File: config.mk
export PLATFORM = sky130hd
export DESIGN_NAME = rtc_calendar
export DESIGN_NICKNAME = d
export VERILOG_FILES = /design/src/rtc_pkg.sv /design/src/rtc_calendar.sv
export VERILOG_INCLUDE_DIRS = /design/src
export SDC_FILE = /design/constraint.sdc
export NUM_CORES = 1
export LEC_CHECK = 0
export ABC_AREA = 0
export BUFFER_PORTS_ARGS = -buffer_cell sky130_fd_sc_hd__buf_2
export CAP_MARGIN = 20
export CORE_UTILIZATION = 55
export CTS_BUF_LIST = sky130_fd_sc_hd__clkbuf_4
export CTS_CLUSTER_DIAMETER = 50
export DETAILED_ROUTE_END_ITERATION = 8
export PLACE_DENSITY = 0.75
export SLEW_MARGIN = 20
export SYNTH_ARGS = -nofsm -noshare
export SYNTH_HDL_FRONTEND = slang
export SYNTH_SLANG_ARGS = --single-unit
File: constraint.sdc
create_clock -name aclk -period 5.36 [get_ports aclk]
set_clock_uncertainty 0.15 [all_clocks]
set_input_delay 0.804 -clock aclk [delete_from_list [all_inputs] [get_ports aclk]]
set_output_delay 0.804 -clock aclk [all_outputs]
set_load 0.03 [all_outputs]
File: src/rtc_consts.svh
// offsets, field positions, reset values and timing counts of the clock-calendar
// assumes inclusion by its bare name from the design file
`ifndef RTC_CONSTS_SVH
`define RTC_CONSTS_SVH

`define RTC_OFF_CONFIG 6'h00
`define RTC_OFF_VALUE 6'h01
`define RTC_OFF_ALARM_CFG 6'h02
`define RTC_OFF_ALARM 6'h03
`define RTC_OFF_PAD 6'h04
`define RTC_OFF_UNLOCK 6'h05

`define RTC_BIT_EN 15
`define RTC_BIT_WREN 13
`define RTC_BIT_OE 10
`define RTC_BIT_OSEL 1

`define RTC_KEY1 8'h55
`define RTC_KEY2 8'haa

`define RTC_CLK_PERIOD_NS 40
`define RTC_HALF_SEC_NS 500000000
`define RTC_BIAS 32'h0000_0200
`define RTC_SYNC_CYCLES 32'h0000_0020

`define RTC_RESP_OKAY 2'h0
`define RTC_RESP_SLVERR 2'h2

`endif

File: src/rtc_pkg.sv
// types of the clock-calendar register window
// takes no number from rtc_consts.svh; every field width is written out here
package rtc_pkg;

    typedef struct packed {
        logic [7:0] sec;
        logic [7:0] min;
        logic [7:0] hour;
        logic [2:0] wday;
        logic [7:0] day;
        logic [7:0] mon;
        logic [7:0] year;
    } rtc_time_t;

    typedef struct packed {
        logic awready;
        logic wready;
        logic bvalid;
        logic [1:0] bresp;
        logic arready;
        logic rvalid;
        logic [1:0] rresp;
        logic [31:0] rdata;
        logic aw_held;
        logic w_held;
        logic [5:0] aw_idx;
        logic [15:0] wdata;
        logic [1:0] wstrb;
        logic en;
        logic wren;
        logic oe;
        logic [1:0] ptr;
        logic [7:0] cal;
        logic half;
        logic sync;
        logic key_seen;
        logic unlocked;
        logic [15:0] alarm_cfg;
        logic [2:0][15:0] alarm_val;
        logic out_sel;
        logic [31:0] presc;
        rtc_time_t tm;
        logic pin;
        logic pin_oe;
    } rtc_state_t;

endpackage
File: src/rtc_calendar.sv
// clock-calendar with pointer windows, write lock and calibration, AXI4-Lite slave
// assumes aclk is the oscillator-derived clock and aresetn is the power-on reset
`include "rtc_consts.svh"

module rtc_calendar #(
    parameter logic [31:0] HALF_SEC_CYCLES = 32'(`RTC_HALF_SEC_NS / `RTC_CLK_PERIOD_NS)
) (
    input wire logic aclk,
    input wire logic aresetn,
    input wire logic master_clear_n,
    input wire logic [7:0] awaddr,
    input wire logic awvalid,
    output logic awready,
    input wire logic [31:0] wdata,
    input wire logic [3:0] wstrb,
    input wire logic wvalid,
    output logic wready,
    output logic [1:0] bresp,
    output logic bvalid,
    input wire logic bready,
    input wire logic [7:0] araddr,
    input wire logic arvalid,
    output logic arready,
    output logic [31:0] rdata,
    output logic [1:0] rresp,
    output logic rvalid,
    input wire logic rready,
    output logic calendar_pin,
    output logic calendar_pin_oe
);
    import rtc_pkg::*;

    localparam logic [31:0] THRESH = HALF_SEC_CYCLES + `RTC_BIAS - 32'h0000_0001;

    rtc_state_t s;
    rtc_state_t next_s;
    logic half_tick;
    logic [5:0] ridx;

    function automatic logic [1:0] dec_ptr(input logic [1:0] p);
        dec_ptr = (p == 2'h0) ? 2'h0 : p - 2'h1;
    endfunction

    function automatic logic [7:0] bcd_inc(input logic [7:0] v);
        bcd_inc = (v[3:0] == 4'h9) ? {v[7:4] + 4'h1, 4'h0} : v + 8'h01;
    endfunction

    // years 2000 to 2099 only, so every fourth year is leap
    function automatic logic is_leap(input logic [7:0] y);
        if (y[4] == 1'b0) begin
            is_leap = (y[3:0] == 4'h0) || (y[3:0] == 4'h4) || (y[3:0] == 4'h8);
        end else begin
            is_leap = (y[3:0] == 4'h2) || (y[3:0] == 4'h6);
        end
    endfunction

    function automatic logic [7:0] last_day(input logic [7:0] m, input logic [7:0] y);
        if (m == 8'h02) begin
            last_day = is_leap(y) ? 8'h29 : 8'h28;
        end else if (m == 8'h04 || m == 8'h06 || m == 8'h09 || m == 8'h11) begin
            last_day = 8'h30;
        end else begin
            last_day = 8'h31;
        end
    endfunction

    // window view selected by pointer
    function automatic logic [15:0] value_view(input logic [1:0] p, input rtc_time_t t);
        case (p)
            2'h0: value_view = {1'b0, t.min[6:0], 1'b0, t.sec[6:0]};
            2'h1: value_view = {5'h00, t.wday, 2'h0, t.hour[5:0]};
            2'h2: value_view = {3'h0, t.mon[4:0], 2'h0, t.day[5:0]};
            default: value_view = {8'h00, t.year};
        endcase
    endfunction

    assign half_tick = s.en && (s.presc >= THRESH);
    assign ridx = araddr[7:2];

    always_comb begin
        next_s = s;
        // timekeeping runs only while en is set
        if (s.en) begin
            next_s.presc = s.presc + 32'h0000_0001;
        end
        if (half_tick) begin
            next_s.presc = `RTC_BIAS;
            next_s.half = ~s.half;
            if (s.half) begin
                // whole second elapsed, BCD ripple
                next_s.tm.sec = bcd_inc(s.tm.sec);
                if (s.tm.sec == 8'h59) begin
                    next_s.tm.sec = 8'h00;
                    next_s.tm.min = bcd_inc(s.tm.min);
                    // calibration applied once a minute, 4 pulses per count
                    next_s.presc = `RTC_BIAS + {{22{s.cal[7]}}, s.cal, 2'h0};
                    if (s.tm.min == 8'h59) begin
                        next_s.tm.min = 8'h00;
                        next_s.tm.hour = bcd_inc(s.tm.hour);
                        if (s.tm.hour == 8'h23) begin
                            next_s.tm.hour = 8'h00;
                            next_s.tm.day = bcd_inc(s.tm.day);
                            next_s.tm.wday = (s.tm.wday == 3'h6) ? 3'h0 : s.tm.wday + 3'h1;
                            if (s.tm.day == last_day(s.tm.mon, s.tm.year)) begin
                                next_s.tm.day = 8'h01;
                                next_s.tm.mon = bcd_inc(s.tm.mon);
                                if (s.tm.mon == 8'h12) begin
                                    next_s.tm.mon = 8'h01;
                                    next_s.tm.year = (s.tm.year == 8'h99) ? 8'h00 :
                                        bcd_inc(s.tm.year);
                                end
                            end
                        end
                    end
                end
            end
        end

        // write channel capture, either order
        if (awvalid && s.awready) begin
            next_s.aw_held = 1'b1;
            next_s.aw_idx = awaddr[7:2];
        end
        if (wvalid && s.wready) begin
            next_s.w_held = 1'b1;
            next_s.wdata = wdata[15:0];
            next_s.wstrb = wstrb[1:0];
        end
        if (s.bvalid && bready) begin
            next_s.bvalid = 1'b0;
        end

        if (s.aw_held && s.w_held && !s.bvalid) begin
            next_s.aw_held = 1'b0;
            next_s.w_held = 1'b0;
            next_s.bvalid = 1'b1;
            next_s.bresp = `RTC_RESP_OKAY;
            // the unlock window spans exactly the next write
            next_s.unlocked = 1'b0;
            next_s.key_seen = 1'b0;
            if (s.aw_idx == `RTC_OFF_CONFIG) begin
                if (s.wstrb[0]) begin
                    next_s.cal = s.wdata[7:0];
                end
                if (s.wstrb[1]) begin
                    next_s.ptr = s.wdata[9:8];
                    next_s.oe = s.wdata[`RTC_BIT_OE];
                    // setting needs the key sequence, clearing never does
                    next_s.wren = s.wdata[`RTC_BIT_WREN] && (s.unlocked || s.wren);
                    if (s.wren) begin
                        next_s.en = s.wdata[`RTC_BIT_EN];
                    end
                end
            end else if (s.aw_idx == `RTC_OFF_VALUE) begin
                if (s.wren) begin
                    case (s.ptr)
                        2'h0: begin
                            if (s.wstrb[0]) begin
                                next_s.tm.sec = {1'b0, s.wdata[6:0]};
                                next_s.half = 1'b0;
                                next_s.presc = `RTC_BIAS;
                            end
                            if (s.wstrb[1]) begin
                                next_s.tm.min = {1'b0, s.wdata[14:8]};
                            end
                        end
                        2'h1: begin
                            if (s.wstrb[0]) begin
                                next_s.tm.hour = {2'h0, s.wdata[5:0]};
                            end
                            if (s.wstrb[1]) begin
                                next_s.tm.wday = s.wdata[10:8];
                            end
                        end
                        2'h2: begin
                            if (s.wstrb[0]) begin
                                next_s.tm.day = {2'h0, s.wdata[5:0]};
                            end
                            if (s.wstrb[1]) begin
                                next_s.tm.mon = {3'h0, s.wdata[12:8]};
                            end
                        end
                        default: begin
                            if (s.wstrb[0]) begin
                                next_s.tm.year = s.wdata[7:0];
                            end
                        end
                    endcase
                end
                if (s.wstrb[1]) begin
                    next_s.ptr = dec_ptr(s.ptr);
                end
            end else if (s.aw_idx == `RTC_OFF_ALARM_CFG) begin
                if (s.wstrb[0]) begin
                    next_s.alarm_cfg[7:0] = s.wdata[7:0];
                end
                if (s.wstrb[1]) begin
                    next_s.alarm_cfg[15:8] = s.wdata[15:8];
                end
            end else if (s.aw_idx == `RTC_OFF_ALARM) begin
                // pointer code 11 stores nothing
                if (s.alarm_cfg[9:8] != 2'h3) begin
                    if (s.wstrb[0]) begin
                        next_s.alarm_val[s.alarm_cfg[9:8]][7:0] = s.wdata[7:0];
                    end
                    if (s.wstrb[1]) begin
                        next_s.alarm_val[s.alarm_cfg[9:8]][15:8] = s.wdata[15:8];
                    end
                end
                if (s.wstrb[1]) begin
                    next_s.alarm_cfg[9:8] = dec_ptr(s.alarm_cfg[9:8]);
                end
            end else if (s.aw_idx == `RTC_OFF_PAD) begin
                if (s.wstrb[0]) begin
                    next_s.out_sel = s.wdata[`RTC_BIT_OSEL];
                end
            end else if (s.aw_idx == `RTC_OFF_UNLOCK) begin
                if (s.wstrb[0]) begin
                    next_s.key_seen = (s.wdata[7:0] == `RTC_KEY1);
                    next_s.unlocked = s.key_seen && (s.wdata[7:0] == `RTC_KEY2);
                end
            end else begin
                next_s.bresp = `RTC_RESP_SLVERR;
            end
        end

        // read channel
        if (s.rvalid && rready) begin
            next_s.rvalid = 1'b0;
        end
        if (arvalid && s.arready) begin
            next_s.rvalid = 1'b1;
            next_s.rresp = `RTC_RESP_OKAY;
            next_s.rdata = 32'h0000_0000;
            if (ridx == `RTC_OFF_CONFIG) begin
                // bit 14 reads zero sync and half are live status
                next_s.rdata[15:0] = {s.en, 1'b0, s.wren, s.sync, s.half, s.oe, s.ptr, s.cal};
            end else if (ridx == `RTC_OFF_VALUE) begin
                next_s.rdata[15:0] = value_view(s.ptr, s.tm);
                next_s.ptr = dec_ptr(s.ptr);
            end else if (ridx == `RTC_OFF_ALARM_CFG) begin
                next_s.rdata[15:0] = s.alarm_cfg;
            end else if (ridx == `RTC_OFF_ALARM) begin
                if (s.alarm_cfg[9:8] != 2'h3) begin
                    next_s.rdata[15:0] = s.alarm_val[s.alarm_cfg[9:8]];
                end
                next_s.alarm_cfg[9:8] = dec_ptr(s.alarm_cfg[9:8]);
            end else if (ridx == `RTC_OFF_PAD) begin
                next_s.rdata[`RTC_BIT_OSEL] = s.out_sel;
            end else if (ridx == `RTC_OFF_UNLOCK) begin
                next_s.rdata[0] = s.unlocked;
            end else begin
                next_s.rresp = `RTC_RESP_SLVERR;
            end
        end

        // a read and a value write in one cycle both decrement once, read wins
        next_s.awready = !next_s.aw_held && !next_s.bvalid;
        next_s.wready = !next_s.w_held && !next_s.bvalid;
        next_s.arready = !next_s.rvalid;

        // flag leads the second boundary so a ripple never lands unflagged
        next_s.sync = next_s.en && next_s.half &&
            (next_s.presc >= THRESH - `RTC_SYNC_CYCLES);
        // alarm matching lives elsewhere, so the alarm source is idle low
        next_s.pin = next_s.oe && next_s.out_sel && next_s.half;
        next_s.pin_oe = next_s.oe;
    end

    always_ff @(posedge aclk) begin
        if (!aresetn) begin
            // only this reset touches configuration and time
            s <= '0;
            s.presc <= `RTC_BIAS;
            s.tm.day <= 8'h01;
            s.tm.mon <= 8'h01;
            s.tm.wday <= 3'h6;
        end else if (!master_clear_n) begin
            // core reset clears the bus side only; calendar keeps running
            s <= next_s;
            s.awready <= 1'b0;
            s.wready <= 1'b0;
            s.arready <= 1'b0;
            s.bvalid <= 1'b0;
            s.rvalid <= 1'b0;
            s.aw_held <= 1'b0;
            s.w_held <= 1'b0;
        end else begin
            s <= next_s;
        end
    end

    assign awready = s.awready;
    assign wready = s.wready;
    assign bvalid = s.bvalid;
    assign bresp = s.bresp;
    assign arready = s.arready;
    assign rvalid = s.rvalid;
    assign rresp = s.rresp;
    assign rdata = s.rdata;
    assign calendar_pin = s.pin;
    assign calendar_pin_oe = s.pin_oe;
endmodule

# Word level (Yosys, flattened, before mapping)

Cells that the tools add are included.

Logic and storage cells: 269
Bits in registers: 234
Input bits: 60
Output and inout port bits: 43

Magnitude comparators: 4
$add $sub $neg: 17
Reductions and logical operators: 36
Mux-type cells: 137
Bitwise operators: 1
Eq/ne operators: 37

Operator list:

| cell                  | number |
|---|---|
| $mux 48               | 11 |
| $mux 83               | 5 |
| $mux 150              | 2 |
| $mux 8                | 24 |
| $mux 16               | 8 |
| $bwmux 48             | 2 |
| $mux 2                | 35 |
| $mux 35               | 2 |
| $mux 67               | 1 |
| $demux 16 s2          | 2 |
| $ge 32x24->1 const B  | 2 |
| $mux 49               | 1 |
| $add 8x1->8 const B   | 6 |
| $pmux 15 s3           | 1 |
| $mux 43               | 1 |
| $mux 40               | 1 |
| $add 32x1->32 const B | 1 |
| $bmux 16 s2           | 1 |
| $mux 32               | 1 |
| $eq 4x4->1 const B    | 7 |
| $mux 14               | 2 |
| $mux 1                | 26 |
| $add 4x1->4 const B   | 6 |
| $eq 6x2->1 const B    | 4 |
| 36 further kinds      | 80 |

# Longest topological paths before layout

Gate-level depths: netlist (run 1).

Depth in word-level cells: 35
Mapped depth: 13
Mapped depth without buffers: 10

# Least setup slack after synthesis (run 1)

No wires, ideal clock.

Path type: input port to flip-flop
Start point: in araddr[7]
End point: reg s (netlist bit rdata[10])
Data required time: 5.124 ns
Stages: 4
Buffers on the path: 0
Arrival time: 2.450 ns
Library setup time: 0.086 ns
Path slack: 2.675 ns
Cell sequence: or3_1 -> nor4_1 -> a222oi_1 -> a211oi_1

Longest elaborated chain between the ends: 6
Elaborated cells between the ends (all ways): 9
Classes of those cells: 3 x eq/ne; 5 x mux; 1 x reduce/logical

Ends and longest elaborated chain:

| element                     | line                | RTL |
|---|---|---|
| start: declaration          | rtc_calendar.sv:21  | `input wire logic [7:0] araddr,` |
| $eq 6x2->1 (no source line) | -                   |  |
| $mux 14                     | rtc_calendar.sv:243 | `` end else if (ridx == `RTC_OFF_ALARM) begin `` |
| $mux 16                     | rtc_calendar.sv:241 | `` end else if (ridx == `RTC_OFF_ALARM_CFG) begin `` |
| $mux 16                     | rtc_calendar.sv:238 | `` end else if (ridx == `RTC_OFF_VALUE) begin `` |
| $mux 16 (*)                 | rtc_calendar.sv:235 | `` if (ridx == `RTC_OFF_CONFIG) begin `` |
| $mux 35 (*)                 | rtc_calendar.sv:231 | `if (arvalid && s.arready) begin` |
| end signal: assignment      | rtc_calendar.sv:280 | `s <= next_s;` |
| end signal: assignment      | rtc_calendar.sv:289 | `s <= next_s;` |
| end: declaration            | rtc_calendar.sv:35  | `rtc_state_t s;` |

Every way passes the cells marked *; elsewhere a longest branch is shown, timed or not.
A chain may end at the register's enable or synchronous reset.

# Worst setup path after layout (run 1)

Start point: reg s[162] (netlist bit)
End point: reg s[152] (netlist bit)

Longest elaborated chain between the ends: 8
Elaborated cells between the ends (all ways): 14
Classes of those cells: 1 x order compare; 10 x mux; 3 x reduce/logical

Ends and longest elaborated chain:

| element                                                                   | line                | RTL |
|---|---|---|
| $logic_not 2->1 (*)                                                       | rtc_calendar.sv:156 | `case (s.ptr)` |
| $mux 48 / $mux 1 (equally long branches)                                  | rtc_calendar.sv:156 |  |
| $mux 83 / $mux 1 (equally long branches)                                  | rtc_calendar.sv:155 | `if (s.wren) begin` |
| $mux 83 / $mux 1 (equally long branches)                                  | rtc_calendar.sv:154 | `` end else if (s.aw_idx == `RTC_OFF_VALUE) begin `` |
| $mux 150 / $mux 1 (equally long branches)                                 | rtc_calendar.sv:141 | `` if (s.aw_idx == `RTC_OFF_CONFIG) begin `` |
| $mux 150 / $mux 14 (equally long branches)                                | rtc_calendar.sv:133 | `if (s.aw_held && s.w_held && !s.bvalid) begin` |
| $ge 32x24->1 (no source line) / $logic_and 1x1->1 (equally long branches) | -                   |  |
| $logic_and 1x1->1 (*)                                                     | rtc_calendar.sv:263 | `next_s.sync = next_s.en && next_s.half &&` |

Marks and branches as above.

==> summary.md, run 1 <==
| Metric | Value |
|---|---|
| Final hold violation count | `0` |
| Number of global-route vias before repair | `9819` |
| Setup TNS | `0 ns` |
| Total number of vias | `10870` |
| Sequential-to-total area share from yosys stat | `37.37%` |
| Cell at the root of the clock tree | `sky130_fd_sc_hd__clkbuf_4` |
| Post-route clock period utilization | `69.50%` |
| Largest fanout of any net on the critical path | `24` |
| Antenna viol nets, final | `0` |
| Area share of the largest cell type after synthesis | `37.37%` |
| Count of nets after finishing | `1597` |
| Area taken by flip-flops and latches | `4304 µm²` |
| Total length of routed wires | `31140 µm` |
| Maximum number of pins on one net before global-route repair | `90` |
| Finished Layout Cells | `1819` |
| Die height | `146.7 µm` |
| Number of buffers inserted during clock tree synthesis | `56` |
| Most common flop cell mapped by yosys | `sky130_fd_sc_hd__dfxtp_1` |
| Async set-reset flop share out of synthesis | `0%` |
| Starting density of the core | `56.56%` |
| Post-placement cell count | `1728` |
| Number of antenna violations at the first check in global routing | `2` |
| Number of standard-cell rows in the floorplan | `52` |
| DRT Pass-1 Iters | `6` |
| Startpoint types | `flip-flop` |
| Adder-cell share of the synthesized area | `2.281%` |
| Number of endpoints failing setup at the final stage | `0` |
| Average size of a mapped cell | `7.633 µm²` |
| Actual transition at the worst max-transition pin | `1.072 ns` |
| Arr. time, crit path | `4.17 ns` |
| Max Buffers Root-to-Sink | `3` |
| Count of state elements after synthesis | `215` |
| Wire length of the first global-routing pass | `50360 µm` |
| Combined area of the multi-input logic cells | `6494 µm²` |
| Worst slew slack as a fraction of its limit | `28.02%` |
| Placer congestion estimate | `0.9356` |
| Leak pwr | `4.256 nW` |
| Maximum resistive drop on vdd | `0.1657 mV` |
| Overflow left after global routing | `0` |
| Post-CTS repair timing setup buffer count | `0` |
| Leading cell types by total area after synthesis | `sky130_fd_sc_hd__dfxtp_1 37%, sky130_fd_sc_hd__nand2_1 8.3%, sky130_fd_sc_hd__a21oi_1 6.7%` |
| Highest clock rate | `268.4 MHz` |
| Starting DRC count in detailed routing | `871` |
| Result of the run | `finished, final reports clean` |
| Clock transition at path regs | `0.06 ns` |
| Total of hold buffers inserted after clock tree synthesis | `0` |
| Post-Synthesis Cell Area | `11520 µm²` |
| Main combinational cell family by area after synthesis | `simple AND/OR/NAND/NOR gates` |
| Worst setup EP type | `flip-flop` |
| Die area | `21530 µm²` |
| Final HPWL from detailed placement | `21400 µm` |
| Clock latency on the worst-skew pair | `0.73 ns` |
| Synthesis warning total | `0` |
| Required time of the critical path | `5.80 ns` |
| Post-synthesis simple-gate area fraction | `26.57%` |
| Setup repair after global routing missed its margin | `false` |
| Share of final-layout standard cells stronger than drive strength 1 | `11.63%` |
| Area growth from synthesis to final layout | `6.702%` |
| Die Span X | `146.7 µm` |
| Filler instances | `1838` |
| Total routing usage reported by global routing | `28.91%` |
| Remaining routing DRC violations | `0` |
| Count of maximum capacitance violations | `0` |
| Depth of the CTS H-tree | `2` |
| IO buf count | `62` |
| Core footprint | `20360 µm²` |
| Areal power density over the cells | `252.4 nW/µm²` |
| Top cell type by total area after synthesis | `sky130_fd_sc_hd__dfxtp_1` |
| Count of unique library cells instantiated by Yosys | `75` |
| Clock tree from TritonCTS | `yes` |
| Final number of max-transition violations | `0` |
| Quantity of gates resized following cts | `0` |
| Number of sinks on the clock net | `215` |
| Number of enable-type register cells in the synthesized netlist | `0` |
| CP Class | `reg2reg` |
| Minimum clock period | `3.725 ns` |
| Number of instances in the synthesized netlist | `1509` |
| Synth Area in XOR/XNOR | `3.041%` |
| Detailed-route vias per instance | `5.976` |
| Portion of netlist area occupied by mux cells | `4.910%` |
| Wirelength per Cell | `17.12 µm` |
| IO Pins | `103` |
| Fraction of the mapped netlist area in compound gates | `18.94%` |
| Class of the tightest hold or removal check | `in2reg` |
-- cells by family after synthesis --
family | count (synthesis)
compound gates | 364
xor+xnor | 40
fa+ha+maj | 21
buf+inv | 171
flops | 215
mux | 49
other cells | 1
simple gates | 648
-- cells in the mapped netlist, drive strengths merged (4+ instances only) --
cell,count
dfxtp,215
buf,45
clkbuf,96
nor3b,6
or2,8
o22ai,5
nand3,48
a222oi,6
xnor2,19
nand4,25
and3,13
nand4b,6
inv,30
a21o,4
or3,13
nor2,146
nor4,16
o211ai,7
mux2i,43
a311oi,5
nor2b,11
o21ai,82
a22oi,7
or4,5
a21oi,156
a31oi,29
ha,21
and2,6
and3b,4
xor2,21
nand2,256
mux4,6
o41ai,4
nand3b,14
nor3,44
a211oi,19
a221oi,6
nand2b,12
or4b,4
-- per-stage QoR --
stage	total power [mW]	util (%)	hold WS, ns	setup WS [ns]	cell area (µm²)
after floorplan	1.770	-	0.2812	2.675	11580
after global placement	1.799	57.14	0.2869	1.731	11640
after detailed placement	1.800	57.18	0.2931	1.675	11640
after CTS	3.134	60.34	0.1198	1.644	12290
after global routing	3.232	60.35	0.1539	1.426	12290
final	3.102	60.35	0.1651	1.635	12290
-- per-layer routing --
layer  vias up  track usage (%)  share of wire, %
met1      5024            39.18                43
met3        67            5.124               8.0
met4         2            13.07               3.7
li1       5337                -                 -
met2       440            44.88                45
met5         -                0             0.032
-- worst max-delay path, stage by stage, from the launching register on --
cell and delay [ns]:
sky130_fd_sc_hd__dfxtp_1 0.57, sky130_fd_sc_hd__or4bb_1 0.68, sky130_fd_sc_hd__or4_1 0.76, sky130_fd_sc_hd__nand2_1 0.43, sky130_fd_sc_hd__or3_1 0.75, sky130_fd_sc_hd__nor3_1 0.11, sky130_fd_sc_hd__o41a_1 0.15
-- where the power goes --
group | switching, mW | internal (mW) | leakage [nW]
registers | 0.0231 | 1.61 | 1.73
logic | 0.0998 | 0.0330 | 2.13
clock network | 0.666 | 0.670 | 0.386
total | 0.788 | 2.31 | 4.26
-- layout make-up --
cell class,instances,share of cell area [%]
multi-input cells,1140,52.84
inverters,30,0.9366
diodes,1,0.02036
repair buffers,73,3.197
flip-flops and latches,215,35.02
well taps,270,2.749
clock buffers,79,4.825
clock inverters,11,0.4174
-- path summary, 6_finish.rpt --
kind                                 from         to  slack, ns  cells past startpoint
worst min-delay path            wdata[11]     s[180]       0.17                      3
worst max register to register     s[162]     s[152]       1.63                      6
worst max-delay path               s[162]     s[152]       1.63                      6
worst min register to register  flip-flop  flip-flop       0.30                      2
-- placed cells by master (no fill, tap or decap), types with 6 or more instances in the layout --
| cell | synthesis | final |
|---|---|---|
| sky130_fd_sc_hd__clkbuf_4 | 0 | 79 |
| sky130_fd_sc_hd__a31oi_1 | 29 | 29 |
| sky130_fd_sc_hd__nand4_1 | 25 | 25 |
| sky130_fd_sc_hd__nand3b_1 | 14 | 14 |
| sky130_fd_sc_hd__nand4b_1 | 6 | 6 |
| sky130_fd_sc_hd__a221oi_1 | 6 | 6 |
| sky130_fd_sc_hd__inv_1 | 29 | 29 |
| sky130_fd_sc_hd__a211oi_1 | 19 | 19 |
| sky130_fd_sc_hd__nand2b_1 | 12 | 12 |
| sky130_fd_sc_hd__mux4_2 | 6 | 6 |
| sky130_fd_sc_hd__nor4_1 | 16 | 16 |
| sky130_fd_sc_hd__conb_1 | 1 | 18 |
| sky130_fd_sc_hd__and2_1 | 6 | 6 |
| sky130_fd_sc_hd__nand2_1 | 256 | 256 |
| sky130_fd_sc_hd__or2_2 | 7 | 7 |
| sky130_fd_sc_hd__clkinv_1 | 0 | 9 |
| sky130_fd_sc_hd__xor2_1 | 21 | 21 |
| sky130_fd_sc_hd__nor3b_1 | 6 | 6 |
| sky130_fd_sc_hd__nor3_1 | 42 | 41 |
| sky130_fd_sc_hd__buf_4 | 37 | 11 |
| sky130_fd_sc_hd__ha_1 | 21 | 21 |
| sky130_fd_sc_hd__nor2b_1 | 11 | 11 |
| sky130_fd_sc_hd__and3_1 | 13 | 13 |
| sky130_fd_sc_hd__xnor2_1 | 19 | 19 |
| sky130_fd_sc_hd__or3_1 | 13 | 13 |
| sky130_fd_sc_hd__buf_2 | 6 | 62 |
| sky130_fd_sc_hd__mux2i_1 | 43 | 43 |
| sky130_fd_sc_hd__dfxtp_1 | 215 | 215 |
| sky130_fd_sc_hd__o21ai_0 | 80 | 80 |
| sky130_fd_sc_hd__nor2_1 | 146 | 146 |
| sky130_fd_sc_hd__a21oi_1 | 155 | 155 |
| sky130_fd_sc_hd__nand3_1 | 48 | 48 |
| sky130_fd_sc_hd__o211ai_1 | 7 | 7 |
| sky130_fd_sc_hd__a222oi_1 | 6 | 6 |
| sky130_fd_sc_hd__a22oi_1 | 7 | 7 |
No activity file was read; power rests on OpenSTA's default activity.
==> run 2, diff against run 1 <==
clock period = 3.86 ns   (was 5.36 ns; I/O delays follow)
==> summary.md, run 2 (same netlist as run 1, synthesis figures left out) <==
| Metric | Value |
|---|---|
| CP Class | `reg2reg (unchanged)` |
| Area growth from synthesis to final layout | `10.38% (was 6.702%)` |
| Number of endpoints failing setup at the final stage | `0 (unchanged)` |
| Worst setup EP type | `flip-flop (unchanged)` |
| Total number of vias | `11058 (was 10870)` |
| Depth of the worst register-to-register path | `8 (was 6)` |
| Minimum clock period | `3.132 ns (was 3.725 ns)` |
| Number of standard-cell rows in the floorplan | `52 (unchanged)` |
| Maximum number of pins on one net before global-route repair | `72 (was 90)` |
| Die area | `21530 µm² (unchanged)` |
| Endpoint, Worst Hold | `s[186] (was s[180])` |
| Post-CTS repair timing setup buffer count | `0 (unchanged)` |
| Highest clock rate | `319.3 MHz (was 268.4 MHz)` |
| Leak pwr | `4.472 nW (was 4.256 nW)` |
| Combined area of the multi-input logic cells | `6494 µm² (unchanged)` |
| Clock latency on the worst-skew pair | `0.71 ns (was 0.73 ns)` |
| Setup repair after global routing missed its margin | `false (unchanged)` |
| Areal power density over the cells | `348.2 nW/µm² (was 252.4 nW/µm²)` |
| Share of final-layout standard cells stronger than drive strength 1 | `12.63% (was 11.63%)` |
| Final HPWL from detailed placement | `21980 µm (was 21400 µm)` |
| Total length of routed wires | `32180 µm (was 31140 µm)` |
| R2r endpoint | `s[8] (was s[152])` |
| Die height | `146.7 µm (unchanged)` |
| Number of global-route vias before repair | `10309 (was 9819)` |
| DRT Pass-1 Iters | `8 (was 6)` |
| Overflow left after global routing | `0 (unchanged)` |
| Launch point of the worst reg-to-reg path | `s[76] (was s[162])` |
| Number of antenna violations at the first check in global routing | `2 (unchanged)` |
| IO Pins | `103 (unchanged)` |
| Maximum resistive drop on vdd | `0.2978 mV (was 0.1657 mV)` |
| Setup TNS | `0 ns (unchanged)` |
| Number of stages on the worst hold path | `3 (unchanged)` |
| IO buf count | `62 (unchanged)` |
| Total routing usage reported by global routing | `30.14% (was 28.91%)` |
| Starting density of the core | `56.56% (unchanged)` |
| Most common cell after layout, fill and taps aside | `sky130_fd_sc_hd__nand2_1 (unchanged)` |
| Depth of the CTS H-tree | `2 (unchanged)` |
| Filler instances | `1808 (was 1838)` |
| Most frequent cells in the layout | `256 x sky130_fd_sc_hd__nand2_1, 215 x sky130_fd_sc_hd__dfxtp_1, 155 x sky130_fd_sc_hd__a21oi_1 (unchanged)` |
| Required time of the critical path | `4.30 ns (was 5.80 ns)` |
| Quantity of gates resized following cts | `0 (unchanged)` |
| Post-placement cell count | `1741 (was 1728)` |
| Cell at the root of the clock tree | `sky130_fd_sc_hd__clkbuf_4 (unchanged)` |
| Result of the run | `finished, final reports clean (unchanged)` |
| Switching fraction of total power | `25.24% (was 25.42%)` |
| Critical path, cell by cell | `nand4b_1, or4b_4, a21oi_4, o21ai_2, nor2_1, nand4_1, or4_1, a31oi_1 (was or4bb_1, or4_1, nand2_1, or3_1, nor3_1, o41a_1)` |
| Max Buffers Root-to-Sink | `3 (unchanged)` |
| Starting DRC count in detailed routing | `918 (was 871)` |
| Actual transition at the worst max-transition pin | `0.9848 ns (was 1.072 ns)` |
| Die Span X | `146.7 µm (unchanged)` |
| Class of the tightest hold or removal check | `in2reg (unchanged)` |
| Placer congestion estimate | `0.8964 (was 0.9356)` |
| Remaining routing DRC violations | `0 (unchanged)` |
| Post-route clock period utilization | `81.15% (was 69.50%)` |
| Number of sinks on the clock net | `215 (unchanged)` |
| Detailed-route vias per instance | `5.936 (was 5.976)` |
| Antenna viol nets, final | `0 (unchanged)` |
| Clock transition at path regs | `0.06 ns (about the same)` |
| Wirelength per Cell | `17.28 µm (was 17.12 µm)` |
| Finished Layout Cells | `1863 (was 1819)` |
| Startpoint types | `flip-flop (unchanged)` |
| Total of hold buffers inserted after clock tree synthesis | `27 (was 0)` |
| Final hold violation count | `0 (unchanged)` |
| Worst slew slack as a fraction of its limit | `34.35% (was 28.02%)` |
| Switching power | `1.117 mW (was 788.4 µW)` |
| Final number of max-transition violations | `0 (unchanged)` |
| Int Power | `3.310 mW (was 2.314 mW)` |
| Startpoint of the tightest hold check path | `awvalid (was wdata[11])` |
| Part of the total power dissipated in combinational logic | `4.8% (was 4.3%)` |
| Library cell contributing the largest single delay on the critical path | `sky130_fd_sc_hd__or4b_4 (was sky130_fd_sc_hd__or4_1)` |
| Wire length of the first global-routing pass | `52650 µm (was 50360 µm)` |
| Count of maximum capacitance violations | `0 (unchanged)` |
| Number of buffers inserted during clock tree synthesis | `58 (was 56)` |
| Reg-to-reg slack, setup | `0.73 ns (was 1.63 ns)` |
| Area taken by flip-flops and latches | `4304 µm² (unchanged)` |
| Largest fanout of any net on the critical path | `8 (was 24)` |
| Arr. time, crit path | `3.57 ns (was 4.17 ns)` |
| Delay of the slowest cell on the worst path | `0.58 ns (was 0.76 ns)` |
| Core footprint | `20360 µm² (unchanged)` |
| Share of total power in the clock network | `43.9% (was 43.1%)` |
| Register share of total power | `51.3% (was 52.7%)` |
| Count of nets after finishing | `1639 (was 1597)` |
| Clock tree from TritonCTS | `yes (unchanged)` |
## run 2: critical path: cells and delay by family (launching register included)
kind | cells | cell delay (ns)
compound gates | 3 | 0.51
flops | 1 | 0.49
simple gates | 5 | 1.88
## run 2: final cells by class
| type | instances | area share [%] |
|---|---|---|
| multi-input cells | 1140 | 51.07 |
| flip-flops and latches | 215 | 33.85 |
| repair buffers | 113 | 6.081 |
| clock buffers | 86 | 5.078 |
| well taps | 270 | 2.657 |
| inverters | 30 | 0.9053 |
| clock inverters | 8 | 0.3346 |
| diodes | 1 | 0.01968 |
## run 2: power by group through the flow
stage               combinational [mW]  sequential (mW)  clock [mW]
floorplan                        0.159             2.30           0
global placement                 0.187             2.32           0
detailed placement               0.189             2.32           0
CTS                              0.210             2.27        1.99
global route                     0.230             2.27        2.10
finish                           0.214             2.27        1.94
## run 2: through the flow
| step | power (mW) | utilization [%] | hold WS [ns] | setup slack [ns] | cell area (µm²) |
|---|---|---|---|---|---|
| after detailed placement | 2.507 | 57.72 | 0.2934 | 0.7843 | 11750 |
| after global routing | 4.600 | 62.44 | 0.05152 | 0.4839 | 12710 |
| final | 4.428 | 62.44 | 0.05934 | 0.7277 | 12710 |
| after floorplan | 2.457 | - | 0.2812 | 1.259 | 11580 |
| after global placement | 2.505 | 57.72 | 0.2874 | 0.9022 | 11750 |
| after CTS | 4.465 | 62.42 | 0.01957 | 0.7790 | 12710 |
## run 2: worst max-delay path by stage
stage                     start     to  slack [ns]  depth (start not counted)
after floorplan           s[76]  s[31]        1.26                         10
after global placement    s[76]   s[4]        0.90                          8
after detailed placement  s[11]  s[15]        0.78                          9
after CTS                 s[11]  s[15]        0.78                          9
after global routing      s[11]  s[15]        0.48                          9
final                     s[76]   s[8]        0.73                          8
## run 2: per-layer routing
metal	vias to the layer above	part of all wire, %	wire length, µm	track usage (%)
met1	5138	42	13640	40.10
met2	422	46	14650	47.39
met3	86	8.3	2673	5.652
met4	2	3.7	1205	13.85
li1	5410	-	-	-
met5	-	0.031	10	0
